==> config.mk <==
export PLATFORM = sky130hd
export DESIGN_NAME = adc_trigger_and_result_format
export DESIGN_NICKNAME = d
export VERILOG_FILES = /design/src/rtl/adc_trig_pkg.sv /design/src/rtl/adc_trigger_and_result_format.sv
export SDC_FILE = /design/constraint.sdc
export NUM_CORES = 1
export LEC_CHECK = 0
export BUFFER_PORTS_ARGS = -buffer_cell sky130_fd_sc_hd__buf_2
export CAP_MARGIN = 20
export CORE_UTILIZATION = 40
export CTS_CLUSTER_SIZE = 25
export DETAILED_ROUTE_END_ITERATION = 8
export GPL_ROUTABILITY_DRIVEN = 0
export GPL_TIMING_DRIVEN = 0
export PLACE_DENSITY_LB_ADDON = 0.2
export SLEW_MARGIN = 20
export SYNTH_ARGS = -nofsm -noshare
export SYNTH_HDL_FRONTEND = slang
export SYNTH_SLANG_ARGS = --single-unit
==> constraint.sdc <==
create_clock -name clk -period 2.3 [get_ports clk]
set_input_delay 0.46 -clock clk [delete_from_list [all_inputs] [get_ports clk]]
set_output_delay 0.46 -clock clk [all_outputs]
set_load 0.01 [all_outputs]
==> src/rtl/adc_trig_pkg.sv <==
/*
 * Constants shared by the converter control slice: register offsets,
 * field positions, reset values and the trigger source codes.
 * Assumes an 8-bit register port with a 4-bit word address.
 */
package adc_trig_pkg;

    // ------------------------------------------------------------------
    // Register offsets
    // ------------------------------------------------------------------
    localparam logic [3:0] ADDR_CHANNEL_GO = 4'h0; // Channel, go, enable
    localparam logic [3:0] ADDR_FORMAT     = 4'h1; // Format, clock, ref
    localparam logic [3:0] ADDR_TRIGGER    = 4'h2; // Trigger source
    localparam logic [3:0] ADDR_RES_HIGH   = 4'h3; // Result high byte
    localparam logic [3:0] ADDR_RES_LOW    = 4'h4; // Result low byte
    localparam logic [3:0] ADDR_IRQ_STATUS = 4'h5; // Sticky events, RO
    localparam logic [3:0] ADDR_IRQ_ENABLE = 4'h6; // Event enables
    localparam logic [3:0] ADDR_IRQ_CLEAR  = 4'h7; // Write one to clear

    // ------------------------------------------------------------------
    // Field positions
    // ------------------------------------------------------------------
    localparam int ON_BIT       = 0;  // Converter on
    localparam int GO_BIT       = 1;  // Conversion in progress
    localparam int CHAN_LSB     = 2;  // Input channel select, 5 bits
    localparam int CHAN_MSB     = 6;
    localparam int JUSTIFY_BIT  = 7;  // 1 = right, 0 = left
    localparam int CLKSEL_LSB   = 4;  // Conversion clock select, 3 bits
    localparam int CLKSEL_MSB   = 6;
    localparam int REFSEL_LSB   = 0;  // Positive reference, 2 bits
    localparam int REFSEL_MSB   = 1;
    localparam int TRIG_LSB     = 4;  // Trigger source select, 4 bits
    localparam int TRIG_MSB     = 7;
    localparam int EV_DONE      = 0;  // Event: conversion finished
    localparam int EV_TRIG      = 1;  // Event: hardware trigger start
    localparam int EV_COUNT     = 2;
    localparam int PWM_UNITS    = 3;
    localparam int PWM_MATCHES  = 4;

    // ------------------------------------------------------------------
    // Reset values
    // ------------------------------------------------------------------
    localparam logic [7:0] RESET_BYTE   = 8'h00;
    localparam logic [3:0] ZERO_NIBBLE  = 4'h0;
    localparam logic [5:0] ZERO_SIX     = 6'h00;

    // ------------------------------------------------------------------
    // Trigger source codes
    // ------------------------------------------------------------------
    typedef enum logic [3:0] {
        TRIG_NONE      = 4'b0000,
        TRIG_PWM1_IRQ  = 4'b0001,
        TRIG_PWM2_IRQ  = 4'b0010,
        TRIG_TMR1_ROLL = 4'b0011,
        TRIG_TMR2_ROLL = 4'b0100,
        TRIG_TMR3_PER  = 4'b0101,
        TRIG_CMP_SYNC  = 4'b0110,
        TRIG_PWM3_IRQ  = 4'b0111,
        TRIG_PWM1_OFS  = 4'b1000,
        TRIG_PWM2_OFS  = 4'b1001,
        TRIG_PWM3_OFS  = 4'b1010
    } trig_code_type;

endpackage : adc_trig_pkg

==> src/rtl/adc_trigger_and_result_format.sv <==
/*
 * Converter control slice: trigger source selection with rising edge
 * start, conversion-in-progress bit, result justification into two
 * result bytes, register port and event interrupt.
 * Assumes trigger sources, the converter core and the register master
 * all run on clk; the core takes a start pulse and returns a done
 * pulse with the 10-bit result beside it.
 */
`timescale 1ns/10ps

module adc_trigger_and_result_format (
    input  wire logic       clk,                      // System clock
    input  wire logic       nrst,                     // Async reset, low
    // Register port
    input  wire logic [3:0] reg_addr,                 // Word address
    input  wire logic [7:0] reg_wdata,                // Write data
    input  wire logic       reg_write,                // Write strobe
    input  wire logic       reg_read,                 // Read strobe
    output logic      [7:0] reg_rdata,                // Read data, +1
    // Trigger sources
    input  wire logic       first_timer_rollover,     // Timer 1 wrap
    input  wire logic       second_timer_rollover,    // Timer 2 wrap
    input  wire logic       third_timer_period_match, // Timer 3 period
    input  wire logic       comparator_synced_output, // Comparator out
    input  wire logic [3:0] pwm_unit1_match,          // Unit 1 matches
    input  wire logic [3:0] pwm_unit2_match,          // Unit 2 matches
    input  wire logic [3:0] pwm_unit3_match,          // Unit 3 matches
    input  wire logic [3:0] pwm_unit1_irq_enable_set, // Unit 1 enables
    input  wire logic [3:0] pwm_unit2_irq_enable_set, // Unit 2 enables
    input  wire logic [3:0] pwm_unit3_irq_enable_set, // Unit 3 enables
    input  wire logic       pwm_unit1_offset_hit,     // Unit 1 offset
    input  wire logic       pwm_unit2_offset_hit,     // Unit 2 offset
    input  wire logic       pwm_unit3_offset_hit,     // Unit 3 offset
    // Converter core
    input  wire logic       conv_done,                // Result valid
    input  wire logic [9:0] conversion_result,        // 10-bit result
    output logic            conv_start,               // Start pulse
    output logic            converter_on,             // Core enable
    output logic      [4:0] input_channel_select,     // Analog channel
    output logic      [2:0] conversion_clock_select,  // Core clock
    output logic      [1:0] positive_reference_select,// Reference
    // Timer flag sets and interrupt
    output logic            first_timer_flag_set,     // Timer 1 flag
    output logic            second_timer_flag_set,    // Timer 2 flag
    output logic            irq                       // Level interrupt
);

    // --------------------
    // Declarations
    // --------------------
    logic                              go;               // In progress
    logic                              result_justify_select; // 1=right
    adc_trig_pkg::trig_code_type       trigger_source_select; // Source
    logic [7:0]                        result_high;      // Result high
    logic [7:0]                        result_low;       // Result low
    logic [adc_trig_pkg::EV_COUNT-1:0] irq_status;       // Sticky events
    logic [adc_trig_pkg::EV_COUNT-1:0] irq_enable;       // Event enables
    logic                              trig_now;         // Source sample
    logic                              trig_prev;        // Prior sample
    logic                              go_prev;          // Prior go

    logic [adc_trig_pkg::PWM_UNITS-1:0] pwm_irq;         // Unit irq
    logic [adc_trig_pkg::PWM_UNITS-1:0] pwm_ofs;         // Unit offset
    logic [adc_trig_pkg::PWM_MATCHES-1:0] pwm_match [3]; // Matches
    logic [adc_trig_pkg::PWM_MATCHES-1:0] pwm_en    [3]; // Enables

    logic       sel_source;      // Selected trigger level
    logic       trig_edge;       // Rising edge pulse
    logic       hw_start;        // Edge accepted as start
    logic       wr_chan;         // Write decodes
    logic       wr_fmt;
    logic       wr_trig;
    logic       wr_high;
    logic       wr_low;
    logic       wr_clear;
    logic       wr_enable;
    logic       next_go;         // Next in-progress value
    logic [7:0] chan_byte;       // Read views
    logic [7:0] fmt_byte;
    logic [7:0] trig_byte;
    logic [7:0] next_rdata;      // Read mux
    logic [7:0] load_high;       // Justified result bytes
    logic [7:0] load_low;
    logic [adc_trig_pkg::EV_COUNT-1:0] ev_set;   // Event pulses
    logic [adc_trig_pkg::EV_COUNT-1:0] ev_clr;   // Clear mask
    logic [adc_trig_pkg::EV_COUNT-1:0] next_status;

    // --------------------
    // PWM unit trigger combining
    // --------------------
    assign pwm_match[0] = pwm_unit1_match;
    assign pwm_match[1] = pwm_unit2_match;
    assign pwm_match[2] = pwm_unit3_match;
    assign pwm_en[0]    = pwm_unit1_irq_enable_set;
    assign pwm_en[1]    = pwm_unit2_irq_enable_set;
    assign pwm_en[2]    = pwm_unit3_irq_enable_set;
    assign pwm_ofs      = {pwm_unit3_offset_hit, pwm_unit2_offset_hit,
                           pwm_unit1_offset_hit};

    // Any enabled match of a unit raises that unit's interrupt
    genvar u;
    generate
        for (u = 0; u < adc_trig_pkg::PWM_UNITS; u++) begin : g_pwm
            assign pwm_irq[u] = |(pwm_match[u] & pwm_en[u]);
        end
    endgenerate

    // --------------------
    // Trigger source selection
    // --------------------
    // Selects one level; zero and reserved codes select nothing
    // Rollovers feed the start and still raise their own flags
    always_comb begin
        case (trigger_source_select)
            adc_trig_pkg::TRIG_NONE:      sel_source = 1'b0;
            adc_trig_pkg::TRIG_PWM1_IRQ:  sel_source = pwm_irq[0];
            adc_trig_pkg::TRIG_PWM2_IRQ:  sel_source = pwm_irq[1];
            adc_trig_pkg::TRIG_PWM3_IRQ:  sel_source = pwm_irq[2];
            adc_trig_pkg::TRIG_TMR1_ROLL: sel_source =
                                          first_timer_rollover;
            adc_trig_pkg::TRIG_TMR2_ROLL: sel_source =
                                          second_timer_rollover;
            adc_trig_pkg::TRIG_TMR3_PER:  sel_source =
                                          third_timer_period_match;
            adc_trig_pkg::TRIG_CMP_SYNC:  sel_source =
                                          comparator_synced_output;
            adc_trig_pkg::TRIG_PWM1_OFS:  sel_source = pwm_ofs[0];
            adc_trig_pkg::TRIG_PWM2_OFS:  sel_source = pwm_ofs[1];
            adc_trig_pkg::TRIG_PWM3_OFS:  sel_source = pwm_ofs[2];
            default:                      sel_source = 1'b0;
        endcase
    end

    // Edge detector: only a low-to-high step counts, never a level
    assign trig_edge = trig_now & ~trig_prev;
    // Accepted only while the converter is on
    assign hw_start  = trig_edge & converter_on;

    // Samples the selected source each clock
    always_ff @(posedge clk or negedge nrst) begin
        if (!nrst) begin
            trig_now  <= 1'b0;
            trig_prev <= 1'b0;
        end else begin
            trig_now  <= sel_source;
            trig_prev <= trig_now;
        end
    end

    // --------------------
    // Register write decode
    // --------------------
    // One strobe, one register, no wait states
    assign wr_chan   = reg_write && reg_addr == adc_trig_pkg::ADDR_CHANNEL_GO;
    assign wr_fmt    = reg_write && reg_addr == adc_trig_pkg::ADDR_FORMAT;
    assign wr_trig   = reg_write && reg_addr == adc_trig_pkg::ADDR_TRIGGER;
    assign wr_high   = reg_write && reg_addr == adc_trig_pkg::ADDR_RES_HIGH;
    assign wr_low    = reg_write && reg_addr == adc_trig_pkg::ADDR_RES_LOW;
    assign wr_clear  = reg_write && reg_addr == adc_trig_pkg::ADDR_IRQ_CLEAR;
    assign wr_enable = reg_write && reg_addr == adc_trig_pkg::ADDR_IRQ_ENABLE;

    // --------------------
    // Conversion-in-progress bit
    // --------------------
    // Software write loads; done clears over it; trigger edge sets and wins
    always_comb begin
        next_go = go;
        if (wr_chan) begin
            next_go = reg_wdata[adc_trig_pkg::GO_BIT];
        end
        if (conv_done) begin
            next_go = 1'b0;
        end
        if (hw_start) begin
            next_go = 1'b1;
        end
    end

    // Control registers, cleared on reset
    always_ff @(posedge clk or negedge nrst) begin
        if (!nrst) begin
            go                        <= 1'b0;
            go_prev                   <= 1'b0;
            converter_on              <= 1'b0;
            input_channel_select      <= 5'h00;
            result_justify_select     <= 1'b0;
            conversion_clock_select   <= 3'h0;
            positive_reference_select <= 2'h0;
            trigger_source_select     <= adc_trig_pkg::TRIG_NONE;
        end else begin
            go      <= next_go;
            go_prev <= go;
            if (wr_chan) begin
                converter_on         <= reg_wdata[adc_trig_pkg::ON_BIT];
                input_channel_select <=
                    reg_wdata[adc_trig_pkg::CHAN_MSB:adc_trig_pkg::CHAN_LSB];
            end
            if (wr_fmt) begin
                result_justify_select <=
                    reg_wdata[adc_trig_pkg::JUSTIFY_BIT];
                conversion_clock_select <=
                    reg_wdata[adc_trig_pkg::CLKSEL_MSB:
                              adc_trig_pkg::CLKSEL_LSB];
                positive_reference_select <=
                    reg_wdata[adc_trig_pkg::REFSEL_MSB:
                              adc_trig_pkg::REFSEL_LSB];
            end
            if (wr_trig) begin
                trigger_source_select <= adc_trig_pkg::trig_code_type'(
                    reg_wdata[adc_trig_pkg::TRIG_MSB:
                              adc_trig_pkg::TRIG_LSB]);
            end
        end
    end

    // --------------------
    // Result formatting
    // --------------------
    // Right: top six high bits zero; left: bottom six low bits zero
    assign load_high = result_justify_select ?
        {adc_trig_pkg::ZERO_SIX, conversion_result[9:8]} :
        conversion_result[9:2];
    assign load_low  = result_justify_select ?
        conversion_result[7:0] :
        {conversion_result[1:0], adc_trig_pkg::ZERO_SIX};

    // A finished conversion beats a software write
    // Result bytes: no reset, so contents survive every reset
    always_ff @(posedge clk) begin
        if (conv_done) begin
            result_high <= load_high;
            result_low  <= load_low;
        end else begin
            if (wr_high) begin
                result_high <= reg_wdata;
            end
            if (wr_low) begin
                result_low <= reg_wdata;
            end
        end
    end

    // --------------------
    // Events and interrupt
    // --------------------
    // Done and accepted trigger starts are the events
    assign ev_set[adc_trig_pkg::EV_DONE] = conv_done;
    assign ev_set[adc_trig_pkg::EV_TRIG] = hw_start;
    assign ev_clr      = wr_clear ?
        reg_wdata[adc_trig_pkg::EV_COUNT-1:0] : '0;
    assign next_status = (irq_status & ~ev_clr) | ev_set; // Set wins

    // Sticky status, enables and registered interrupt level
    always_ff @(posedge clk or negedge nrst) begin
        if (!nrst) begin
            irq_status <= '0;
            irq_enable <= '0;
            irq        <= 1'b0;
        end else begin
            irq_status <= next_status;
            if (wr_enable) begin
                irq_enable <= reg_wdata[adc_trig_pkg::EV_COUNT-1:0];
            end
            // Level from the next status, so it tracks the flags
            irq <= |(next_status & irq_enable);
        end
    end

    // --------------------
    // Core start and timer flag pass-through
    // --------------------
    // Start pulse on every rise of the in-progress bit; rollovers keep
    // raising their own timer flags whatever the trigger selection
    always_ff @(posedge clk or negedge nrst) begin
        if (!nrst) begin
            conv_start            <= 1'b0;
            first_timer_flag_set  <= 1'b0;
            second_timer_flag_set <= 1'b0;
        end else begin
            conv_start            <= go & ~go_prev;
            first_timer_flag_set  <= first_timer_rollover;
            second_timer_flag_set <= second_timer_rollover;
        end
    end

    // --------------------
    // Register read
    // --------------------
    // Unused bits of each view read zero
    assign chan_byte = {1'b0, input_channel_select, go, converter_on};
    assign fmt_byte  = {result_justify_select, conversion_clock_select,
                        2'b00, positive_reference_select};
    assign trig_byte = {trigger_source_select,
                        adc_trig_pkg::ZERO_NIBBLE};

    // Read mux; unmapped and write-only offsets read zero
    always_comb begin
        case (reg_addr)
            adc_trig_pkg::ADDR_CHANNEL_GO: next_rdata = chan_byte;
            adc_trig_pkg::ADDR_FORMAT:     next_rdata = fmt_byte;
            adc_trig_pkg::ADDR_TRIGGER:    next_rdata = trig_byte;
            adc_trig_pkg::ADDR_RES_HIGH:   next_rdata = result_high;
            adc_trig_pkg::ADDR_RES_LOW:    next_rdata = result_low;
            adc_trig_pkg::ADDR_IRQ_STATUS:
                next_rdata = {6'h00, irq_status};
            adc_trig_pkg::ADDR_IRQ_ENABLE:
                next_rdata = {6'h00, irq_enable};
            default:
                next_rdata = adc_trig_pkg::RESET_BYTE;
        endcase
    end

    // Read data stands only in the cycle after the strobe
    always_ff @(posedge clk or negedge nrst) begin
        if (!nrst) begin
            reg_rdata <= adc_trig_pkg::RESET_BYTE;
        end else begin
            reg_rdata <= reg_read ? next_rdata : adc_trig_pkg::RESET_BYTE;
        end
    end

endmodule : adc_trigger_and_result_format

==> summary.txt, run 1 <==
Clock tree
  • Post-CTS setup buffers: 0
  • # resized after CTS: 0
  • CTS Buffer Depth: 2
  • H-tree Lvls: 2
  • Hold-fix buffers at CTS: 0
  • Clk slew on worst S/H paths: 0.09 ns
  • Clock latency on the worst-skew pair: 0.30 ns
  • CTS tree: done
  • Clk sink count: 52
  • Root Buffer: clkbuf_8
  • Num CTS Buffers: 5

Timing
  • Slew headroom: about 47%
  • Max Freq: 545 MHz
  • Actual slew at the worst max-slew pin: 0.799 ns
  • Period utilisation layout: 79.8%
  • Setup_tns: 0 ns
  • Final hold vios: 0
  • Fin crit period: 1.84 ns
  • Slew Viols, Final: 0
  • Final setup skew: 0.0126 ns
  • Final setup vio count: 0
  • WHS: 0.223 ns
  • RSZ-0062 raised after global routing: no

Yosys
  • Ys async rst share: 69.2%
  • Netlist Area Pre-Place: 2510 um^2
  • FF+latch count, synth: 52
  • Top FF cell, synth: dfrtp_1
  • Post-synth cell types: 40
  • Synth Instances: 207
  • Sequential fraction of the synthesis area: 55.0%
  • Syn nets: between 200 and 300
  • Post-synth EDFFs: 16
  • Yosys warning total: 0
  • Syn avg cell area: between 10 and 15 um^2

Final layout
  • # diodes: 0
  • Fillers: 565
  • Multi-input logic area: 1040 um^2
  • Fin nets: 350
  • Syn-to-layout area delta: 22.5%
  • Proportion of layout cells with a drive suffix above 1: 37.2%
  • Reg area: roughly 1400 um^2

Global routing
  • Largest net degree at the start of global routing: 37
  • GRT overflow: 0
  • First-pass GRT wire length: 9.07 mm
  • Number of global-route vias before repair: 1788
  • Overall Global Routing Usage: 19.1%
  • Antenna violations before repair: 0

Flow run
  • Max-Cap Viols: 0

Floorplanning
  • Die Y: 81.3 um
  • Width of the die: 81.3 um
  • Row Count: 28
  • Die ar.: 6600 um^2
  • CORE AREA: ~6000 um^2
  • IO Count: 81
  • Starting density of the core: 41.9%

Setup path
  • Critical path, cell by cell: buf_2 > clkbuf_1 > clkbuf_1 > a21o_1
  • R2R cell count: 5
  • Slowest cell on crit path: clkbuf_1
  • Critical Path AT: between 1.5 and 2 ns
  • Crit Path Max Fanout: 10
  • Top cell by count, worst path: clkbuf_1
  • CP Launch Type: input pin
  • Worst setup path class: input pin to flip-flop
  • Critical path endpoint category: flip-flop
  • R2R Setup Slk: between 0.8 and 0.9 ns
  • Worst R2R Start: result_justify_select
  • Max stage delay on crit path: roughly 0.43 ns
  • CP required: 2.26 ns
  • Reg2reg end: result_low[1]

Routing
  • Wire length per cell: 16.0 um
  • Total routed wirelength: about 6 mm
  • Vias per std cell: 5.18
  • 1st-iter DRT viols: 94
  • Antenna-violating nets left: 0
  • # DRC: 0
  • Routed via count: 1908
  • Pre-antenna DRT Iters: 6

Placed design
  • DP HPWL: 4.39 mm
  • Port Buffers: a little under 80

Outcome
  • Outcome: complete, no violations

Pwr
  • Static leakage: approximately 0.0015 uW
  • VDD IR max: between 0.3 and 0.4 mV
  • Total power after layout: ~2200 uW
  • PD cells: 719 nW/um^2

Worst hold path
  • Worst hold path class: input pin to asynchronous set/reset pin
-- cell families after synthesis --
| logic type | synth area share, % |
|---|---|
| flip-flops | 55.0 |
| buffers and inverters | 3.44 |
| AO/OA/AOI/OAI | 13.6 |
| AND/OR/NAND/NOR | 14.9 |
| multiplexers | 13.0 |
-- state kept, by name, indices dropped and copies added (netlist names), 2 cells and up --
register and flops:
input_channel_select 5, reg_rdata 8, result_low 8, positive_reference_select 2, irq_status 2, result_high 8, conversion_clock_select 3, irq_enable 2
trigger_source_select 4
-- layer usage --
metal / track usage, % / up-vias / part of all wire (%)
li1: - / 936 / -
met1: 26.5 / 905 / 47
met2: 30.3 / 65 / 48
met3: 3.82 / 2 / 4.9
met4: 5.00 / 0 / 0.42
met5: 0 / - / 0
-- critical path, delay by kind of cell --
kind	cells	cell delay, ns
AOI/OAI and AO/OA	1	0.39
buffers and inverters	3	0.95
-- final cells by class --
cell class / count / share of cell area (%)
Sequential cell: 52 / 44.9
Multi-Input combinational cell: 142 / 33.9
Timing Repair Buffer: 78 / 12.7
Tap cell: 75 / 3.05
Clock buffer: 7 / 2.48
Buffer: 10 / 2.44
Inverter: 3 / 0.366
Clock inverter: 1 / 0.163
-- power by group --
| group | leakage, uW | switching (uW) | internal [uW] |
|---|---|---|---|
| logic | 0.000801 | 250 | 259 |
| clock network | 0.0000422 | 290 | 214 |
| registers | 0.000612 | 90.0 | 1110 |
-- cell usage after synthesis, types with 2 or more instances --
master     n  area, um^2
mux2_2    13         146
a21oi_1   11        55.1
a22o_1     3        26.3
a22oi_1    9        67.6
nand2_1   16        60.1
a222oi_1   2        20.0
nor3b_1    4        30.0
nor2_1    15        56.3
and2_1     2        12.5
nand3b_1   7        52.6
buf_6      2        22.5
nand2b_1   2        12.5
clkbuf_1   4        15.0
mux4_1     3        78.8
mux2i_1    8        80.1
dfrtp_1   36         901
o21ai_0   12        60.1
a21o_1    10        75.1
nand3_2    2        20.0
inv_1      3        11.3
edfxtp_1  16         480
o211ai_1   2        15.0
nor2b_1    8        50.1
-- cell usage in the layout, fill, tap and decap left out, types with 6 or more instances in the layout --
cell	count
dfrtp_1	36
a21o_1	10
a21oi_1	11
mux2i_1	8
mux2_2	13
buf_2	79
nor2_1	15
a22oi_1	9
clkbuf_1	6
nand2_1	16
nand3b_1	7
o21ai_0	12
nor2b_1	8
edfxtp_1	16
-- through the flow --
stage                     util, %  instances  setup slack (ns)  instance area, um^2
after global placement       50.0        360             0.151                 3000
after detailed placement     50.0        360             0.147                 3000
final                        51.4        368             0.464                 3080
after floorplan                 -        207             0.624                 2510
after global routing         51.4        368             0.330                 3080
after CTS                    51.4        368             0.464                 3080
-- how the worst max path moves through the flow --
stage                          endpoint   startpoint  slack [ns]
after floorplan           result_low[0]  reg_addr[0]        0.62
after global placement    result_low[7]    conv_done        0.15
after detailed placement  result_low[7]    conv_done        0.15
after CTS                 result_low[6]    conv_done        0.46
after global routing      result_low[6]    conv_done        0.33
final                     result_low[6]    conv_done        0.46
Power figures use the tool's default switching activity.
==> run 2, diff against run 1 <==
--- a/config.mk
+++ b/config.mk
@@ -5,6 +5,7 @@
 export SDC_FILE = /design/constraint.sdc
 export NUM_CORES = 1
 export LEC_CHECK = 0
+export ABC_AREA = 1
 export BUFFER_PORTS_ARGS = -buffer_cell sky130_fd_sc_hd__buf_2
 export CAP_MARGIN = 20
 export CORE_UTILIZATION = 40
==> constraint.sdc (replaced) <==
create_clock -name clk -period 1.5 [get_ports clk]
set_input_delay 0.3 -clock clk [delete_from_list [all_inputs] [get_ports clk]]
set_output_delay 0.3 -clock clk [all_outputs]
set_load 0.01 [all_outputs]
==> summary.txt, run 2 <==
Setup path
  • Critical path, cell by cell: buf_2 > nor2_1 > buf_2 > nand2_1 > inv_2 > nand2_1 > nand2_2
  • Delay-heaviest family, CP: buffers and inverters
  • Critical Path AT: 1.35 ns
  • Worst R2R Start: trigger_source_select[1]
  • Critical path endpoint category: flip-flop
  • Max stage delay on crit path: between 0.2 and 0.3 ns
  • R2R Setup Slk: 0.23 ns
  • Slowest cell on crit path: buf_2
  • R2R cell count: 8
  • Reg2reg end: trig_now
  • Crit Path Max Fanout: 10
  • CP Launch Type: input pin
  • CP required: 1.50 ns
  • Worst setup path class: input pin to flip-flop
  • Bufs and invs on worst path: 3

Routing
  • # DRC: 0
  • Wire length per cell: 13.4 um
  • Total routed wirelength: 6.25 mm
  • Antenna-violating nets left: 0
  • Vias per std cell: between 5 and 6
  • 1st-iter DRT viols: 179
  • Routed via count: 2362
  • Pre-antenna DRT Iters: 5

Final layout
  • Multi-input logic area: 920 um^2
  • Most frequent cells in the layout: nand2_1 (90), buf_2 (85), nand3_1 (38)
  • Largest registers: reg_rdata: 8 flops, result_high: 8 flops, result_low: 8 flops
  • Most common cell after layout, fill and taps aside: nand2_1
  • Fillers: just over 600
  • Reg area: between 1000 and 1500 um^2
  • Fin cells: ~470
  • Fin nets: about 450
  • Syn-to-layout area delta: 24.8%
  • # diodes: 0
  • Proportion of layout cells with a drive suffix above 1: 26.7%

Timing
  • Slew Viols, Final: 0
  • Period utilisation layout: 90.1%
  • RSZ-0062 raised after global routing: no
  • Slew headroom: 47.3%
  • Final Worst Setup Slack: 0.149 ns
  • WHS: 0.0726 ns
  • Final hold vios: 0
  • Final setup vio count: 0
  • Setup_tns: 0 ns
  • Max Freq: about 740 MHz
  • Actual slew at the worst max-slew pin: 0.791 ns
  • Final setup skew: 0.00417 ns
  • Fin crit period: 1.35 ns

Yosys
  • Sequential fraction of the synthesis area: 55.4%
  • Cell taking the most area after synthesis: dfrtp_1
  • FF+latch count, synth: 52
  • Post-synth EDFFs: 16
  • Top-count cell post-synth: nand2_1
  • Post-synth cell types: 19
  • Top FF cell, synth: dfrtp_1
  • Syn avg cell area: 8.23 um^2
  • Synth Instances: a little over 300
  • Yosys warning total: 0
  • Syn nets: about 360
  • Netlist Area Pre-Place: 2490 um^2
  • Commonest cells post-synth: nand2_1 (91), nand3_1 (38), dfrtp_1 (36), inv_1 (36), nor2_1 (22)
  • Top cell type's share of synthesized area: approximately 36%
  • Ys async rst share: 69.2%
  • Top post-synthesis cells by area: dfrtp_1 (36%), edfxtp_1 (19%), nand2_1 (14%)

Clock tree
  • Clk slew on worst S/H paths: 0.09 ns
  • Root Buffer: clkbuf_8
  • CTS Buffer Depth: 2
  • H-tree Lvls: 2
  • Post-CTS setup buffers: 0
  • Clock latency on the worst-skew pair: roughly 0.30 ns
  • Clk sink count: between 50 and 60
  • CTS tree: done
  • Num CTS Buffers: 5

Placed design
  • # placed instances: 457
  • Pre-CTS setup slack: -0.270 ns
  • DP HPWL: 4.77 mm
  • Port Buffers: 79

Outcome
  • Outcome: complete, no violations

Floorplanning
  • CORE AREA: 5960 um^2
  • Die Y: around 80 um
  • Width of the die: 81.0 um
  • Row Count: 28
  • Starting density of the core: 41.9%
  • IO Count: 81
  • Die ar.: 6550 um^2

Global routing
  • Antenna violations before repair: 0
  • Number of global-route vias before repair: 2177
  • Overall Global Routing Usage: 20.5%
  • Largest net degree at the start of global routing: 37
  • GRT overflow: 0
  • First-pass GRT wire length: 10.1 mm

Pwr
  • Static leakage: ~0.0017 uW
  • PD cells: 1150 nW/um^2
  • Total power after layout: 3560 uW
  • VDD IR max: 0.579 mV

Flow run
  • Max-Cap Viols: 0

Worst hold path
  • Worst hold path class: input pin to asynchronous set/reset pin
==> run 2: cell count changes in the layout (fill, tap and decap cells not counted), moves of 8 or more <==
cell and delta:
a21oi_1 -8, a22oi_1 -9, inv_1 +33, o21ai_1 +8
nor2b_1 -8, nand2_1 +74, nand3_1 +37, mux2_2 -13
a21o_1 -10, o22ai_1 +8, mux2i_1 -8
==> run 2: worst max path at each step <==
stage                                        start             to  slack, ns  cells past startpoint
after detailed placement               reg_addr[1]  result_low[4]      -0.27                      7
after floorplan                        reg_addr[1]  result_low[0]       0.16                      6
after global placement                 reg_addr[1]  result_low[3]      -0.27                      7
final                                  reg_addr[1]  result_low[1]       0.15                      7
after global routing      trigger_source_select[1]       trig_now       0.03                      8
after CTS                              reg_addr[1]  result_low[2]       0.04                      7
==> run 2: layout make-up <==
| class | instances | area share [%] |
|---|---|---|
| Buffer | 9 | 1.33 |
| Clock buffer | 7 | 3.10 |
| Clock inverter | 1 | 0.965 |
| Inverter | 41 | 4.95 |
| Multi-Input combinational cell | 201 | 29.6 |
| Sequential cell | 52 | 44.4 |
| Tap cell | 75 | 3.02 |
| Timing Repair Buffer | 79 | 12.7 |
==> run 2: worst reg2reg max path: stages (launching register included) <==
cell and delay (ns):
dfrtp_1 0.34, clkbuf_1 0.27, inv_1 0.12, nand3_1 0.09, nand2_1 0.06, a21oi_1 0.12, nand2_1 0.07, nand2_1 0.06
nand2_1 0.05
==> run 2: layer usage <==
metal / track usage (%) / up-vias / wire (um)
li1: - / 1156 / -
met1: 26.3 / 1088 / 2830
met2: 34.6 / 108 / 3010
met3: 3.71 / 10 / 334
met4: 7.50 / 0 / 75
met5: 0 / - / 0
==> run 2: report_power, final <==
part	switching (uW)	internal [uW]
combinational	427	271
sequential	137	1690
clock	450	589
==> run 2: timing repair <==
item	in CTS	in global routing
endpoints found under the setup margin	0	8
endpoints found under the hold margin	0	0
gates resized for setup	0	1
hold buffers	0	0
==> run 2: cell families after synthesis <==
family,Yosys count,share of synthesized area (%)
DFF,52,55.4
buffers and inverters,50,7.83
and+or+nand+nor,160,27.5
AOI/OAI and AO/OA,41,9.28
==> run 2: per-stage QoR <==
stage,utilization (%),instance area (um^2)
2_1_floorplan,-,2490
3_3_place_gp,50.1,2980
3_5_place_dp,50.1,2980
4_1_cts,52.2,3110
5_1_grt,52.2,3110
6_report,52.2,3110
==> run 3, diff against run 2 <==
--- a/config.mk
+++ b/config.mk
@@ -13,7 +13,7 @@
 export DETAILED_ROUTE_END_ITERATION = 8
 export GPL_ROUTABILITY_DRIVEN = 0
 export GPL_TIMING_DRIVEN = 0
-export PLACE_DENSITY_LB_ADDON = 0.2
+export PLACE_DENSITY = 0.68
 export SLEW_MARGIN = 20
 export SYNTH_ARGS = -nofsm -noshare
 export SYNTH_HDL_FRONTEND = slang
==> summary.txt, run 3 (same netlist as run 2, synthesis figures left out) <==
Outcome
  • Outcome: complete, no violations

Placed design
  • Area after DPL: 2980 um^2
  • DP HPWL: 4.75 mm
  • Port Buffers: a little under 80

Final layout
  • Largest registers: reg_rdata: 8 flops, result_high: 8 flops, result_low: 8 flops
  • Multi-input logic area: between 900 and 1000 um^2
  • # diodes: 0
  • Proportion of layout cells with a drive suffix above 1: about a quarter
  • Fin util: about 52%
  • Fin nets: roughly 450
  • Syn-to-layout area delta: 24.1%
  • Design Area, Final: a little over 3000 um^2
  • Reg area: approximately 1400 um^2
  • Most common cell after layout, fill and taps aside: nand2_1
  • Fillers: 589
  • Most frequent cells in the layout: nand2_1 (90), buf_2 (85), nand3_1 (38)

Timing
  • Max Freq: slightly below 800 MHz
  • RSZ-0062 raised after global routing: no
  • WHS: 0.0615 ns
  • Fin crit period: 1.29 ns
  • Final hold vios: 0
  • Slew Viols, Final: 0
  • Actual slew at the worst max-slew pin: 0.788 ns
  • Final setup vio count: 0
  • Final setup skew: around 0.005 ns
  • Slew headroom: 47.5%
  • Period utilisation layout: 85.9%

Floorplanning
  • Starting density of the core: a little over two fifths
  • Die ar.: 6550 um^2
  • Row Count: 28
  • Die Y: 81.0 um
  • CORE AREA: just under 6000 um^2
  • Width of the die: about 80 um
  • IO Count: 81

Setup path
  • Top cell by count, worst path: nand2_1
  • R2R Setup Slk: 0.21 ns
  • CP required: roughly 1.7 ns
  • Max stage delay on crit path: 0.33 ns
  • Critical path, cell by cell: clkbuf_1 > inv_1 > nand3_1 > nand2_1 > a21oi_1 > nand2_1 > nand2_1 > nand2_1
  • Critical Path AT: 1.50 ns
  • R2R cell count: 8
  • Worst R2R Start: trigger_source_select[1]
  • Slowest cell on crit path: dfrtp_1
  • Reg2reg end: trig_now
  • Crit Path Max Fanout: 8
  • CP Launch Type: flip-flop
  • Worst setup path class: flip-flop to flip-flop
  • Critical path endpoint category: flip-flop

Clock tree
  • H-tree Lvls: 2
  • Root Buffer: clkbuf_8
  • Post-CTS setup buffers: 0
  • Clk sink count: 52
  • Num CTS Buffers: 5
  • Clk slew on worst S/H paths: 0.09 ns
  • CTS Buffer Depth: 2
  • CTS tree: done
  • Clock latency on the worst-skew pair: 0.31 ns

Routing
  • Vias per std cell: between 5 and 6
  • Total routed wirelength: 6.22 mm
  • 1st-iter DRT viols: 150
  • Routed via count: 2349
  • Wire length per cell: ~13 um
  • # DRC: 0
  • Pre-antenna DRT Iters: 5
  • Antenna-violating nets left: 0

Pwr
  • Total power after layout: ~3500 uW
  • PD cells: 1120 nW/um^2
  • Static leakage: ~0.0017 uW
  • VDD IR max: 0.582 mV

Global routing
  • Number of global-route vias before repair: about 2200
  • Overall Global Routing Usage: 20.4%
  • GRT overflow: 0
  • First-pass GRT wire length: roughly 9.9 mm
  • Largest net degree at the start of global routing: 37
  • Antenna violations before repair: 0

Flow run
  • Max-Cap Viols: 0

Worst hold path
  • Worst hold path class: input pin to asynchronous set/reset pin
[run 3: power breakdown]
group,internal [uW],switching (uW)
combinational,271,426
sequential,1690,130
clock,495,456
total,2460,1010
[run 3: final cells by class]
type,count,share of cell area [%]
Clock inverter,3,1.33
Buffer,9,1.33
Inverter,41,4.97
Clock buffer,5,2.22
Sequential cell,52,44.6
Timing Repair Buffer,79,12.8
Multi-Input combinational cell,201,29.7
Tap cell,75,3.03
[run 3: how the worst max path moves through the flow]
stage | startpoint | end | slack (ns) | cells after the start
after floorplan | reg_addr[1] | result_low[0] | 0.16 | 6
after global placement | reg_addr[1] | result_low[4] | -0.23 | 7
after detailed placement | reg_addr[1] | result_low[4] | -0.24 | 7
after CTS | reg_addr[1] | result_low[4] | 0.1 | 7
after global routing | trigger_source_select[1] | trig_now | 0.02 | 8
final | trigger_source_select[1] | trig_now | 0.21 | 8
[run 3: metal layers]
layer	vias up	global-route usage [%]	part of all wire, %
li1	1158	-	-
met1	1092	24.9	42
met2	87	33.4	49
met3	12	4.27	6.9
met4	0	11.8	2.3
met5	-	0	0
[run 3: per-stage QoR]
stage | setup WS (ns) | TNS, ns | instances
after global routing | 0.0188 | 0 | 465
after floorplan | 0.160 | 0 | 303
after CTS | 0.0993 | 0 | 465
final | 0.211 | 0 | 465
after global placement | -0.229 | -2.03 | 457
after detailed placement | -0.238 | -2.11 | 457
[run 3: repair_timing]
item / CTS / global route
endpoints found under the setup margin: 0 / 8
hold buffers: 0 / 0
resized for setup: 0 / 1
[run 3: worst max-delay path: cells and delay by family, from the launching register on]
family	cells	cell delay, ns
buffers and inverters	2	0.44
and+or+nand+nor	5	0.31
DFF	1	0.33
AOI/OAI and AO/OA	1	0.11
